### config.mk
export PLATFORM = sky130hd
export DESIGN_NAME = ccr_can_housekeeping
export DESIGN_NICKNAME = d
export VERILOG_FILES = /design/src/inc/ccr_pkg.sv /design/src/hw/ccr_can_housekeeping.sv
export SDC_FILE = /design/constraint.sdc
export NUM_CORES = 2
export LEC_CHECK = 0
export BUFFER_PORTS_ARGS = -buffer_cell sky130_fd_sc_hd__buf_2
export CAP_MARGIN = 30
export CORE_ASPECT_RATIO = 0.8
export CORE_MARGIN = 2
export CORE_UTILIZATION = 32
export DETAILED_ROUTE_END_ITERATION = 10
export GPL_ROUTABILITY_DRIVEN = 0
export GPL_TIMING_DRIVEN = 0
export PLACE_DENSITY_LB_ADDON = 0.25
export SETUP_SLACK_MARGIN = 0.1
export SYNTH_ARGS = -nofsm -noshare
export SYNTH_HDL_FRONTEND = slang
export SYNTH_SLANG_ARGS = --single-unit
export TNS_END_PERCENT = 50
### constraint.sdc
create_clock -name clk -period 2.8 [get_ports clk]
set_clock_uncertainty 0.2 [all_clocks]
set_input_delay 0.42 -clock clk [delete_from_list [all_inputs] [get_ports clk]]
set_output_delay 0.42 -clock clk [all_outputs]
set_load 0.005 [all_outputs]
### src/inc/ccr_pkg.sv
// Package with the register map, field positions and constants of the CAN housekeeping block.
package ccr_pkg;
    // ------------------------------------------------------------
    // Register word indexes
    // ------------------------------------------------------------
    // The printed offset 0x006 is not a multiple of four, so it is an index.
    localparam logic [7:0] CCR_IDX_MASTER_CONTROL = 8'h00;
    localparam logic [7:0] CCR_IDX_GLOBAL_STATUS = 8'h01;
    localparam logic [7:0] CCR_IDX_INT_REQUEST = 8'h02;
    localparam logic [7:0] CCR_IDX_INT_MASK = 8'h03;
    localparam logic [7:0] CCR_IDX_PRESCALE = 8'h06;
    localparam logic [7:0] CCR_IDX_STANDBY = 8'h08;
    localparam logic [7:0] CCR_IDX_MBOX_BASE = 8'h40;
    localparam int CCR_MBOX_WORDS = 32;
    // ------------------------------------------------------------
    // Field positions
    // ------------------------------------------------------------
    localparam int CCR_MCR_SOFT_RESET = 0;
    localparam int CCR_MCR_SLEEP = 5;
    localparam int CCR_MCR_CONFIG = 7;
    localparam int CCR_IRR_RESET_DONE = 0;
    localparam int CCR_IRR_MBOX0_RX = 1;
    localparam int CCR_GSR_RESET_STATE = 3;
    localparam int CCR_GSR_SLEEP = 4;
    localparam int CCR_STB_CAN_STOP = 0;
    // Mailbox word that plays the part of message control field b.
    localparam logic [4:0] CCR_MBOX_CTRL_B = 5'h01;
    // ------------------------------------------------------------
    // Reset values and timing
    // ------------------------------------------------------------
    localparam logic [7:0] CCR_PRESCALE_RST = 8'h00;
    localparam logic [7:0] CCR_MCR_RST = 8'h81;
    localparam logic [7:0] CCR_IMR_RST = 8'hFF;
    localparam logic STB_RST = 1'b1;
    localparam int CCR_STORE_WAIT_MAX = 5;
    localparam logic [31:0] CCR_MBOX_CTRL_B_RST = 32'h0000_0000;
endpackage

### src/hw/ccr_can_housekeeping.sv
// Housekeeping logic of a CAN controller: prescaler, standby, resets, mailbox access.
//
// Register access over Avalon-MM was decided locally.
`timescale 1ns/1ps
`default_nettype none
// What this block does
// - Time quantum equals two times (prescale plus one) clock periods.
// - Module clock stopped after reset until enabled.
// - Hardware reset and standby initialize module except mailbox RAM.
// - Soft reset clears all but itself, standby and mailbox RAM.
// - Every reset sets reset-done flag; software clears.
// - Mailbox RAM survives reset except control field b.
// - Mailbox access stalls one to six cycles.
// - Mailbox 0 receive can start transfer engines.
module ccr_can_housekeeping
    import ccr_pkg::*;
#(
    parameter int PRESCALE_W = 8
) (
    // Clock and reset.
    input wire logic clk,
    input wire logic rst_n,
    // Avalon-MM slave, word addressed by index.
    input wire logic [7:0] avs_address,
    input wire logic avs_read,
    input wire logic avs_write,
    input wire logic [31:0] avs_writedata,
    input wire logic [3:0] avs_byteenable,
    output logic [31:0] avs_readdata,
    output logic avs_waitrequest,
    // Receive store from the CAN engine.
    input wire logic rx_store_req,
    input wire logic [4:0] rx_store_addr,
    input wire logic [31:0] rx_store_data,
    input wire logic rx_mbox0_done,
    // Outputs to the CAN engine and transfer engines.
    output logic tq_tick,
    output logic can_clk_en,
    output logic can_init,
    output logic dma_start
);
    // ------------------------------------------------------------
    // Registers
    // ------------------------------------------------------------
    logic [PRESCALE_W-1:0] prescale_ff;
    logic [PRESCALE_W:0] tq_cnt_ff;
    logic [7:0] mcr_ff;
    logic [7:0] irr_ff;
    logic [7:0] imr_ff;
    logic stb_ff;
    logic [31:0] mbox_ff [CCR_MBOX_WORDS];
    logic [2:0] store_cnt_ff;
    logic [31:0] rdata_ff;
    logic ack_ff;
    logic mod_init;
    logic soft_rst;
    logic req;
    logic is_mbox;
    logic [4:0] mbox_idx;
    logic [PRESCALE_W:0] tq_last;
    logic [31:0] wmask;

    assign req = avs_read | avs_write;
    assign is_mbox = avs_address >= CCR_IDX_MBOX_BASE
        && avs_address < CCR_IDX_MBOX_BASE + 8'(CCR_MBOX_WORDS);
    assign mbox_idx = avs_address[4:0];
    // Hardware reset and standby both hold the module initialized.
    assign mod_init = stb_ff;
    assign soft_rst = mcr_ff[CCR_MCR_SOFT_RESET];
    assign can_init = mod_init | soft_rst;
    assign can_clk_en = ~stb_ff;
    assign wmask = {{8{avs_byteenable[3]}}, {8{avs_byteenable[2]}},
                    {8{avs_byteenable[1]}}, {8{avs_byteenable[0]}}};
    // ------------------------------------------------------------
    // Bus handshake
    // ------------------------------------------------------------
    // Mailbox access waits while a received frame is stored; the store counter
    // caps that wait at five cycles, so the host never stalls longer than six.
    assign avs_waitrequest = req & ~ack_ff;
    always_ff @(posedge clk) begin
        if (!rst_n) begin
            ack_ff <= 1'b0;
        end else if (ack_ff) begin
            ack_ff <= 1'b0;
        end else if (req && !(is_mbox && rx_store_req
                     && store_cnt_ff < 3'(CCR_STORE_WAIT_MAX))) begin
            ack_ff <= 1'b1;
        end
    end

    // Counts how long the receive store has held off a mailbox access.
    always_ff @(posedge clk) begin
        if (!rst_n) begin
            store_cnt_ff <= 3'h0;
        end else if (req && is_mbox && rx_store_req && !ack_ff) begin
            store_cnt_ff <= store_cnt_ff + 3'h1;
        end else begin
            store_cnt_ff <= 3'h0;
        end
    end

    // ------------------------------------------------------------
    // Standby and control registers
    // ------------------------------------------------------------
    // Standby is not touched by soft reset; it belongs to the system.
    always_ff @(posedge clk) begin
        if (!rst_n) begin
            stb_ff <= STB_RST;
        end else if (avs_write && ack_ff && avs_address == CCR_IDX_STANDBY) begin
            stb_ff <= avs_writedata[CCR_STB_CAN_STOP];
        end
    end

    // Outside the four sleep-safe registers only prescale writes are dropped in sleep; standby and mailbox writes still land.
    always_ff @(posedge clk) begin
        if (!rst_n || mod_init) begin
            mcr_ff <= CCR_MCR_RST;
            prescale_ff <= PRESCALE_W'(CCR_PRESCALE_RST);
            imr_ff <= CCR_IMR_RST;
        end else if (avs_write && ack_ff) begin
            if (avs_address == CCR_IDX_MASTER_CONTROL) begin
                mcr_ff <= avs_writedata[7:0];
            end else if (soft_rst) begin
                imr_ff <= CCR_IMR_RST;
                prescale_ff <= PRESCALE_W'(CCR_PRESCALE_RST);
            end else if (avs_address == CCR_IDX_INT_MASK) begin
                imr_ff <= avs_writedata[7:0];
            end else if (avs_address == CCR_IDX_PRESCALE && !mcr_ff[CCR_MCR_SLEEP]) begin
                prescale_ff <= avs_writedata[PRESCALE_W-1:0];
            end
        end else if (soft_rst) begin
            // Soft reset leaves its own bit alone so software ends it.
            mcr_ff <= (CCR_MCR_RST & ~8'h01) | {7'h00, 1'b1};
            imr_ff <= CCR_IMR_RST;
            prescale_ff <= PRESCALE_W'(CCR_PRESCALE_RST);
        end
    end

    // Reset-done is set by any reset and wins over a software clear.
    always_ff @(posedge clk) begin
        if (!rst_n || can_init) begin
            irr_ff <= 8'h01;
        end else begin
            if (avs_write && ack_ff && avs_address == CCR_IDX_INT_REQUEST) begin
                irr_ff <= irr_ff & ~avs_writedata[7:0];
            end
            if (rx_mbox0_done) begin
                irr_ff[CCR_IRR_MBOX0_RX] <= 1'b1;
            end
        end
    end
    assign dma_start = rx_mbox0_done & ~imr_ff[CCR_IRR_MBOX0_RX];

    // ------------------------------------------------------------
    // Time quantum divider
    // ------------------------------------------------------------
    // The last count of a quantum is twice the code plus one; built by concatenation
    // it fits the counter even for the top code, where a quantum is 512 periods.
    assign tq_last = {prescale_ff, 1'b1};
    always_ff @(posedge clk) begin
        if (!rst_n || can_init) begin
            tq_cnt_ff <= '0;
            tq_tick <= 1'b0;
        end else if (tq_cnt_ff == tq_last) begin
            tq_cnt_ff <= '0;
            tq_tick <= 1'b1;
        end else begin
            tq_cnt_ff <= tq_cnt_ff + 1'b1;
            tq_tick <= 1'b0;
        end
    end

    // ------------------------------------------------------------
    // Mailbox storage
    // ------------------------------------------------------------
    // Plain RAM: only the control-b word is cleared by reset.
    generate
        for (genvar i = 0; i < CCR_MBOX_WORDS; i++) begin : g_mbox
            always_ff @(posedge clk) begin
                if ((!rst_n || can_init) && 5'(i) == CCR_MBOX_CTRL_B) begin
                    mbox_ff[i] <= CCR_MBOX_CTRL_B_RST;
                end else if (rx_store_req && rx_store_addr == 5'(i)) begin
                    mbox_ff[i] <= rx_store_data;
                end else if (avs_write && ack_ff && is_mbox && mbox_idx == 5'(i)) begin
                    mbox_ff[i] <= (mbox_ff[i] & ~wmask) | (avs_writedata & wmask);
                end
            end
        end
    endgenerate

    // ------------------------------------------------------------
    // Read data
    // ------------------------------------------------------------
    // Unmapped addresses read zero; reads during sleep see only sleep-safe registers.
    always_ff @(posedge clk) begin
        if (!rst_n) begin
            rdata_ff <= 32'h0000_0000;
        end else if (avs_read && !ack_ff) begin
            rdata_ff <= 32'h0000_0000;
            if (avs_address == CCR_IDX_MASTER_CONTROL) begin
                rdata_ff <= {24'h0, mcr_ff};
            end else if (avs_address == CCR_IDX_GLOBAL_STATUS) begin
                rdata_ff <= {27'h0, mcr_ff[CCR_MCR_SLEEP], can_init, 3'h0};
            end else if (avs_address == CCR_IDX_INT_REQUEST) begin
                rdata_ff <= {24'h0, irr_ff};
            end else if (avs_address == CCR_IDX_INT_MASK) begin
                rdata_ff <= {24'h0, imr_ff};
            end else if (mcr_ff[CCR_MCR_SLEEP]) begin
                rdata_ff <= 32'h0000_0000;
            end else if (avs_address == CCR_IDX_PRESCALE) begin
                rdata_ff <= 32'(prescale_ff);
            end else if (avs_address == CCR_IDX_STANDBY) begin
                rdata_ff <= {31'h0, stb_ff};
            end else if (is_mbox) begin
                rdata_ff <= mbox_ff[mbox_idx];
            end
        end
    end
    assign avs_readdata = rdata_ff;

    // ------------------------------------------------------------
    // Checks
    // ------------------------------------------------------------
    // Measures the spacing of quantum ticks; a prescale change or an initialization
    // voids the period in flight, because its length is then a mix of two codes.
    logic [PRESCALE_W+1:0] chk_gap_ff;
    logic [PRESCALE_W-1:0] chk_p_ff;
    logic chk_valid_ff;
    always_ff @(posedge clk) begin
        chk_p_ff <= prescale_ff;
        if (!rst_n || can_init || prescale_ff != chk_p_ff) begin
            chk_gap_ff <= '0;
            chk_valid_ff <= 1'b0;
        end else if (tq_tick) begin
            chk_gap_ff <= (PRESCALE_W+2)'(1);
            chk_valid_ff <= 1'b1;
        end else begin
            chk_gap_ff <= chk_gap_ff + 1'b1;
        end
    end
    property p_tq_len;
        @(posedge clk) disable iff (!rst_n)
        tq_tick && chk_valid_ff |->
            chk_gap_ff == {({1'b0, chk_p_ff} + (PRESCALE_W+1)'(1)), 1'b0};
    endproperty
    a_tq_len: assert property (p_tq_len) else $error("quantum length wrong");
    // Checked straight out of reset, so this one is not disabled by the reset.
    property p_stb_stop;
        @(posedge clk)
        !rst_n |=> !can_clk_en && can_init;
    endproperty
    a_stb_stop: assert property (p_stb_stop) else $error("clock runs in standby");
    property p_tq_quiet;
        @(posedge clk) disable iff (!rst_n)
        !can_clk_en |=> !tq_tick;
    endproperty
    a_tq_quiet: assert property (p_tq_quiet) else $error("quantum ticks while stopped");
    property p_init_mcr;
        @(posedge clk) disable iff (!rst_n)
        mod_init |=> mcr_ff == CCR_MCR_RST;
    endproperty
    a_init_mcr: assert property (p_init_mcr) else $error("standby did not initialize");
    property p_soft_keep;
        @(posedge clk) disable iff (!rst_n)
        soft_rst && !mod_init && !(avs_write && ack_ff) |=> soft_rst && imr_ff == CCR_IMR_RST;
    endproperty
    a_soft_keep: assert property (p_soft_keep) else $error("soft reset lost");
    property p_rst_done;
        @(posedge clk) disable iff (!rst_n)
        can_init |=> irr_ff[CCR_IRR_RESET_DONE];
    endproperty
    a_rst_done: assert property (p_rst_done) else $error("reset-done not set");
    property p_wait_max;
        @(posedge clk) disable iff (!rst_n)
        req && !ack_ff |-> ##[1:6] ack_ff;
    endproperty
    a_wait_max: assert property (p_wait_max) else $error("mailbox wait too long");
    property p_dma;
        @(posedge clk) disable iff (!rst_n)
        dma_start |-> rx_mbox0_done && !imr_ff[CCR_IRR_MBOX0_RX];
    endproperty
    a_dma: assert property (p_dma) else $error("spurious transfer start");
    property p_mbox0_flag;
        @(posedge clk) disable iff (!rst_n)
        rx_mbox0_done && !can_init |=> irr_ff[CCR_IRR_MBOX0_RX];
    endproperty
    a_mbox0_flag: assert property (p_mbox0_flag) else $error("mailbox 0 flag lost");
    property p_ctrlb;
        @(posedge clk) disable iff (!rst_n)
        can_init && !rx_store_req |=> mbox_ff[CCR_MBOX_CTRL_B] == CCR_MBOX_CTRL_B_RST;
    endproperty
    a_ctrlb: assert property (p_ctrlb) else $error("control b not cleared");
endmodule // ccr_can_housekeeping
`default_nettype wire

==> results.rst <==
.. list-table::
   :header-rows: 1

   * - Metric
     - Value
   * - Minimum hold slack
     - 0.02485 ns
   * - TritonCTS clock tree
     - yes
   * - Sw power
     - ~0.0094 W
   * - Number of standard-cell rows in the floorplan
     - 137
   * - Cell depth of the worst flop-to-flop path
     - 5
   * - Pre-CTS WS
     - -1.676 ns
   * - Length of the first detailed-routing pass in iterations
     - 11
   * - Total via count after detailed routing
     - about 44,000
   * - Final hold vios
     - 0
   * - Most common cell after layout, fill and taps aside
     - edfxtp_1
   * - CTS clk-pin slew, worst paths
     - about 0.070 ns
   * - Layout cell share with drive strength beyond 1
     - 0.2453
   * - Count of max-cap constraint violations
     - 0
   * - Wire length reported by the detailed router
     - between 200 and 300 mm
   * - Biggest area consumer among synthesized cells
     - edfxtp_1
   * - Comb power frac
     - 0.089
   * - Half-perimeter wire length after placement
     - ~180 mm
   * - Dpl cell area
     - between 0.05 and 0.06 mm²
   * - #FFs+latches synth
     - 1,103
   * - Highest clock frequency the design can meet
     - 347.9 MHz
   * - Total Nets Final
     - a little under 5,000
   * - Initial antenna violation count
     - 20
   * - Final number of max-transition violations
     - 0
   * - Number of enable flip-flop cells after synthesis
     - 1,024
   * - Number of nets with antenna violations after routing
     - 0
   * - Overall fraction of global-route tracks in use
     - 0.2804
   * - Most frequent cells in the layout
     - 1,024 x edfxtp_1, 990 x nand2_1, 671 x o21ai_0
   * - Worst-path fanout max
     - 10
   * - Reg power frac
     - 0.485
   * - Drc violations
     - about 90
   * - Pwr per Cell Area
     - around 570 mW/mm²
   * - Full die area
     - approximately 0.18 mm²
   * - Synth area leaders
     - edfxtp_1 55%, mux4_2 13%, nand2_1 6.7%
   * - First-pass GRT wire length
     - about 340 mm
   * - Startpoint type of the worst setup path
     - primary input
   * - Number of DRC markers after the initial detailed-route iteration
     - about 7,700
   * - Leakage power
     - 24.24 nW
   * - Clock Power Share
     - 0.426
   * - Unique cell type count in the Yosys netlist
     - 72
   * - Unrepaired setup endpoints after global routing
     - yes
   * - Synthesized net count
     - 4,574
   * - Beginning of the critical path
     - avs_address[0]
   * - Worst-case clock buffer depth
     - 3
   * - Arrival time of the worst setup path
     - roughly 3.2 ns
   * - WL per Instance
     - approximately 35 µm
   * - Fraction of registers with async set or reset after synthesis
     - 0
   * - Synthesized netlist cell count
     - around 4,500
   * - Initial cell density of the core
     - 0.3211
   * - Slew at the pin closest to its max-slew limit
     - between 0.9 and 1 ns
   * - Worst EP required
     - roughly 3.2 ns
   * - Min-delay worst type
     - primary input to flip-flop
   * - Sinks on the clock net
     - about 1,100
   * - Violations in the final reports
     - design-rule violations, negative setup slack
   * - Core footprint
     - ~0.17 mm²
   * - Internal power contribution
     - between 0.02 and 0.03 W
   * - Number of input and output port buffers inserted
     - 120
   * - Clock root buffer master
     - clkbuf_16
   * - Run status
     - complete, but fails checks
   * - Start point of the worst min-delay path
     - avs_writedata[24]
   * - Post-route cell area
     - 0.06547 mm²
   * - Number of cells traversed by the worst hold path
     - 3
   * - Maximum number of pins on one net before global-route repair
     - 16
   * - Number of warnings issued by yosys
     - 0
   * - Post-synth design cell area
     - around 0.056 mm²
   * - H-tree depth reported by CTS
     - 3
   * - Synth top area share
     - 0.5510
   * - Number of top-level pins
     - 124
   * - Total grt overflow
     - 0
   * - Worst Setup Path Type
     - primary input to flip-flop
   * - Sequential fraction of the synthesis area
     - 0.5793
   * - Ratio of routed vias to standard cells
     - around 6.1
   * - Switching Fraction
     - 0.2511
   * - Flip-flop cell with the highest count after synthesis
     - edfxtp_1
   * - Final Setup Violations
     - 7
   * - Sum Neg Setup Slack
     - -0.1529 ns
   * - Worst VDD drop
     - slightly above 500 µV
   * - Sort of element at the end of the critical path
     - flip-flop
   * - Mean instance size in the synthesized netlist
     - about 12 µm²
   * - Later-pin clock latency in the skew report
     - 0.79 ns
   * - Chip width
     - between 400 and 500 µm
   * - Final worst path period need
     - between 2 and 3 ns
   * - Area Growth Syn to Fin
     - 17.30%
   * - Worst reg2reg path startpoint
     - ack_ff
   * - Die height
     - about 380 µm
   * - Worst slew margin relative to its limit
     - 0.3665
   * - TritonCTS buffer count
     - ~110
   * - Number of global-route vias before repair
     - about 41,000
   * - Worst-case setup margin in the final layout
     - -0.07478 ns
   * - Part of the cycle the worst path needs
     - 1.027
==> stage by stage <==
| step | util | std cells | total power [W] |
|---|---|---|---|
| 2_1_floorplan | - | 4485 | 0.02032 |
| 3_3_place_gp | 0.3411 | 6898 | 0.02149 |
| 3_5_place_dp | 0.3444 | 6937 | 0.02159 |
| 4_1_cts | 0.3750 | 7243 | 0.03724 |
| 5_1_grt | 0.3765 | 7262 | 0.03814 |
| 6_report | 0.3766 | 7270 | 0.03742 |
==> critical path: stages <==
cell,delay (ns)
buf_2,0.21
buf_6,0.22
buf_6,0.20
or2_2,0.50
nor4_4,0.48
nand2_4,0.29
clkbuf_1,0.41
o21ai_0,0.46
==> synth_stat cells (all sizes together), types with 2 or more instances <==
cell type     n
edfxtp     1024
nand2      1005
o21ai       805
clkbuf      326
mux4        314
mux2        227
buf         184
dfxtp        79
a21o         78
nor2         75
and2         48
a22o         37
a21oi        29
a22oi        28
nand3        25
mux2i        24
nor4         19
nor3         16
nand2b       14
nor2b        14
xor2         13
nand4        12
o211ai       10
and3b         8
inv           7
nor3b         7
or2           6
and3          5
a31oi         4
or4           4
o2bb2ai       3
or3           3
or3b          3
xnor2         3
a21boi        2
ha            2
nor4b         2
nor4bb        2
o22ai         2
or4b          2
==> layer usage <==
| layer | up-vias | wire [µm] | GRT usage | part of all wire |
|---|---|---|---|---|
| li1 | 17464 | - | - | - |
| met1 | 22645 | 101200 | 0.3883 | 0.40 |
| met2 | 3631 | 102900 | 0.3868 | 0.40 |
| met3 | 703 | 36020 | 0.1003 | 0.14 |
| met4 | 8 | 15110 | 0.1334 | 0.059 |
| met5 | - | 126 | 0.003256 | 0.00049 |
==> area by class of cell <==
type,instances,area (µm²)
inverters,7,26.28
clock buffers,138,2964
diodes,11,27.53
flip-flops and latches,1103,32330
repair buffers,273,2232
clock inverters,71,737.0
plain buffers,509,2584
fillers,16946,108300
multi-input cells,2865,21690
well taps,2293,2869
==> power groups by stage <==
stage / Clock, W / Combinational, W / Sequential (W)
3_5_place_dp: 0 / 0.00310 / 0.0185
2_1_floorplan: 0 / 0.00185 / 0.0185
5_1_grt: 0.0165 / 0.00351 / 0.0181
4_1_cts: 0.0159 / 0.00323 / 0.0181
3_3_place_gp: 0 / 0.00299 / 0.0185
6_report: 0.0159 / 0.00334 / 0.0181
==> cell families after synthesis <==
kind of cell	after synthesis	synth area share
compound gates	1010	0.09996
xor+xnor	16	0.002511
fa+ha+maj	2	0.0004483
buf+inv	517	0.03986
flops	1103	0.5793
mux	565	0.1788
simple gates	1272	0.09909
==> final timing paths <==
kind              slack [ns]        end
setup / recovery       -0.07  flip-flop
hold / removal          0.02  flip-flop
setup reg to reg        0.04  flip-flop
hold reg to reg         0.23  irr_ff[5]
==> what timing repair did <==
item                                   4_1_cts  5_1_grt
setup endpoints to repair                 2094      966
pin swaps                                   24        3
setup buffers                               31       14
gates resized for setup                    251       83
hold buffers                                67        1
endpoints found under the hold margin      156        2
No activity file was read; power rests on OpenSTA's default activity.
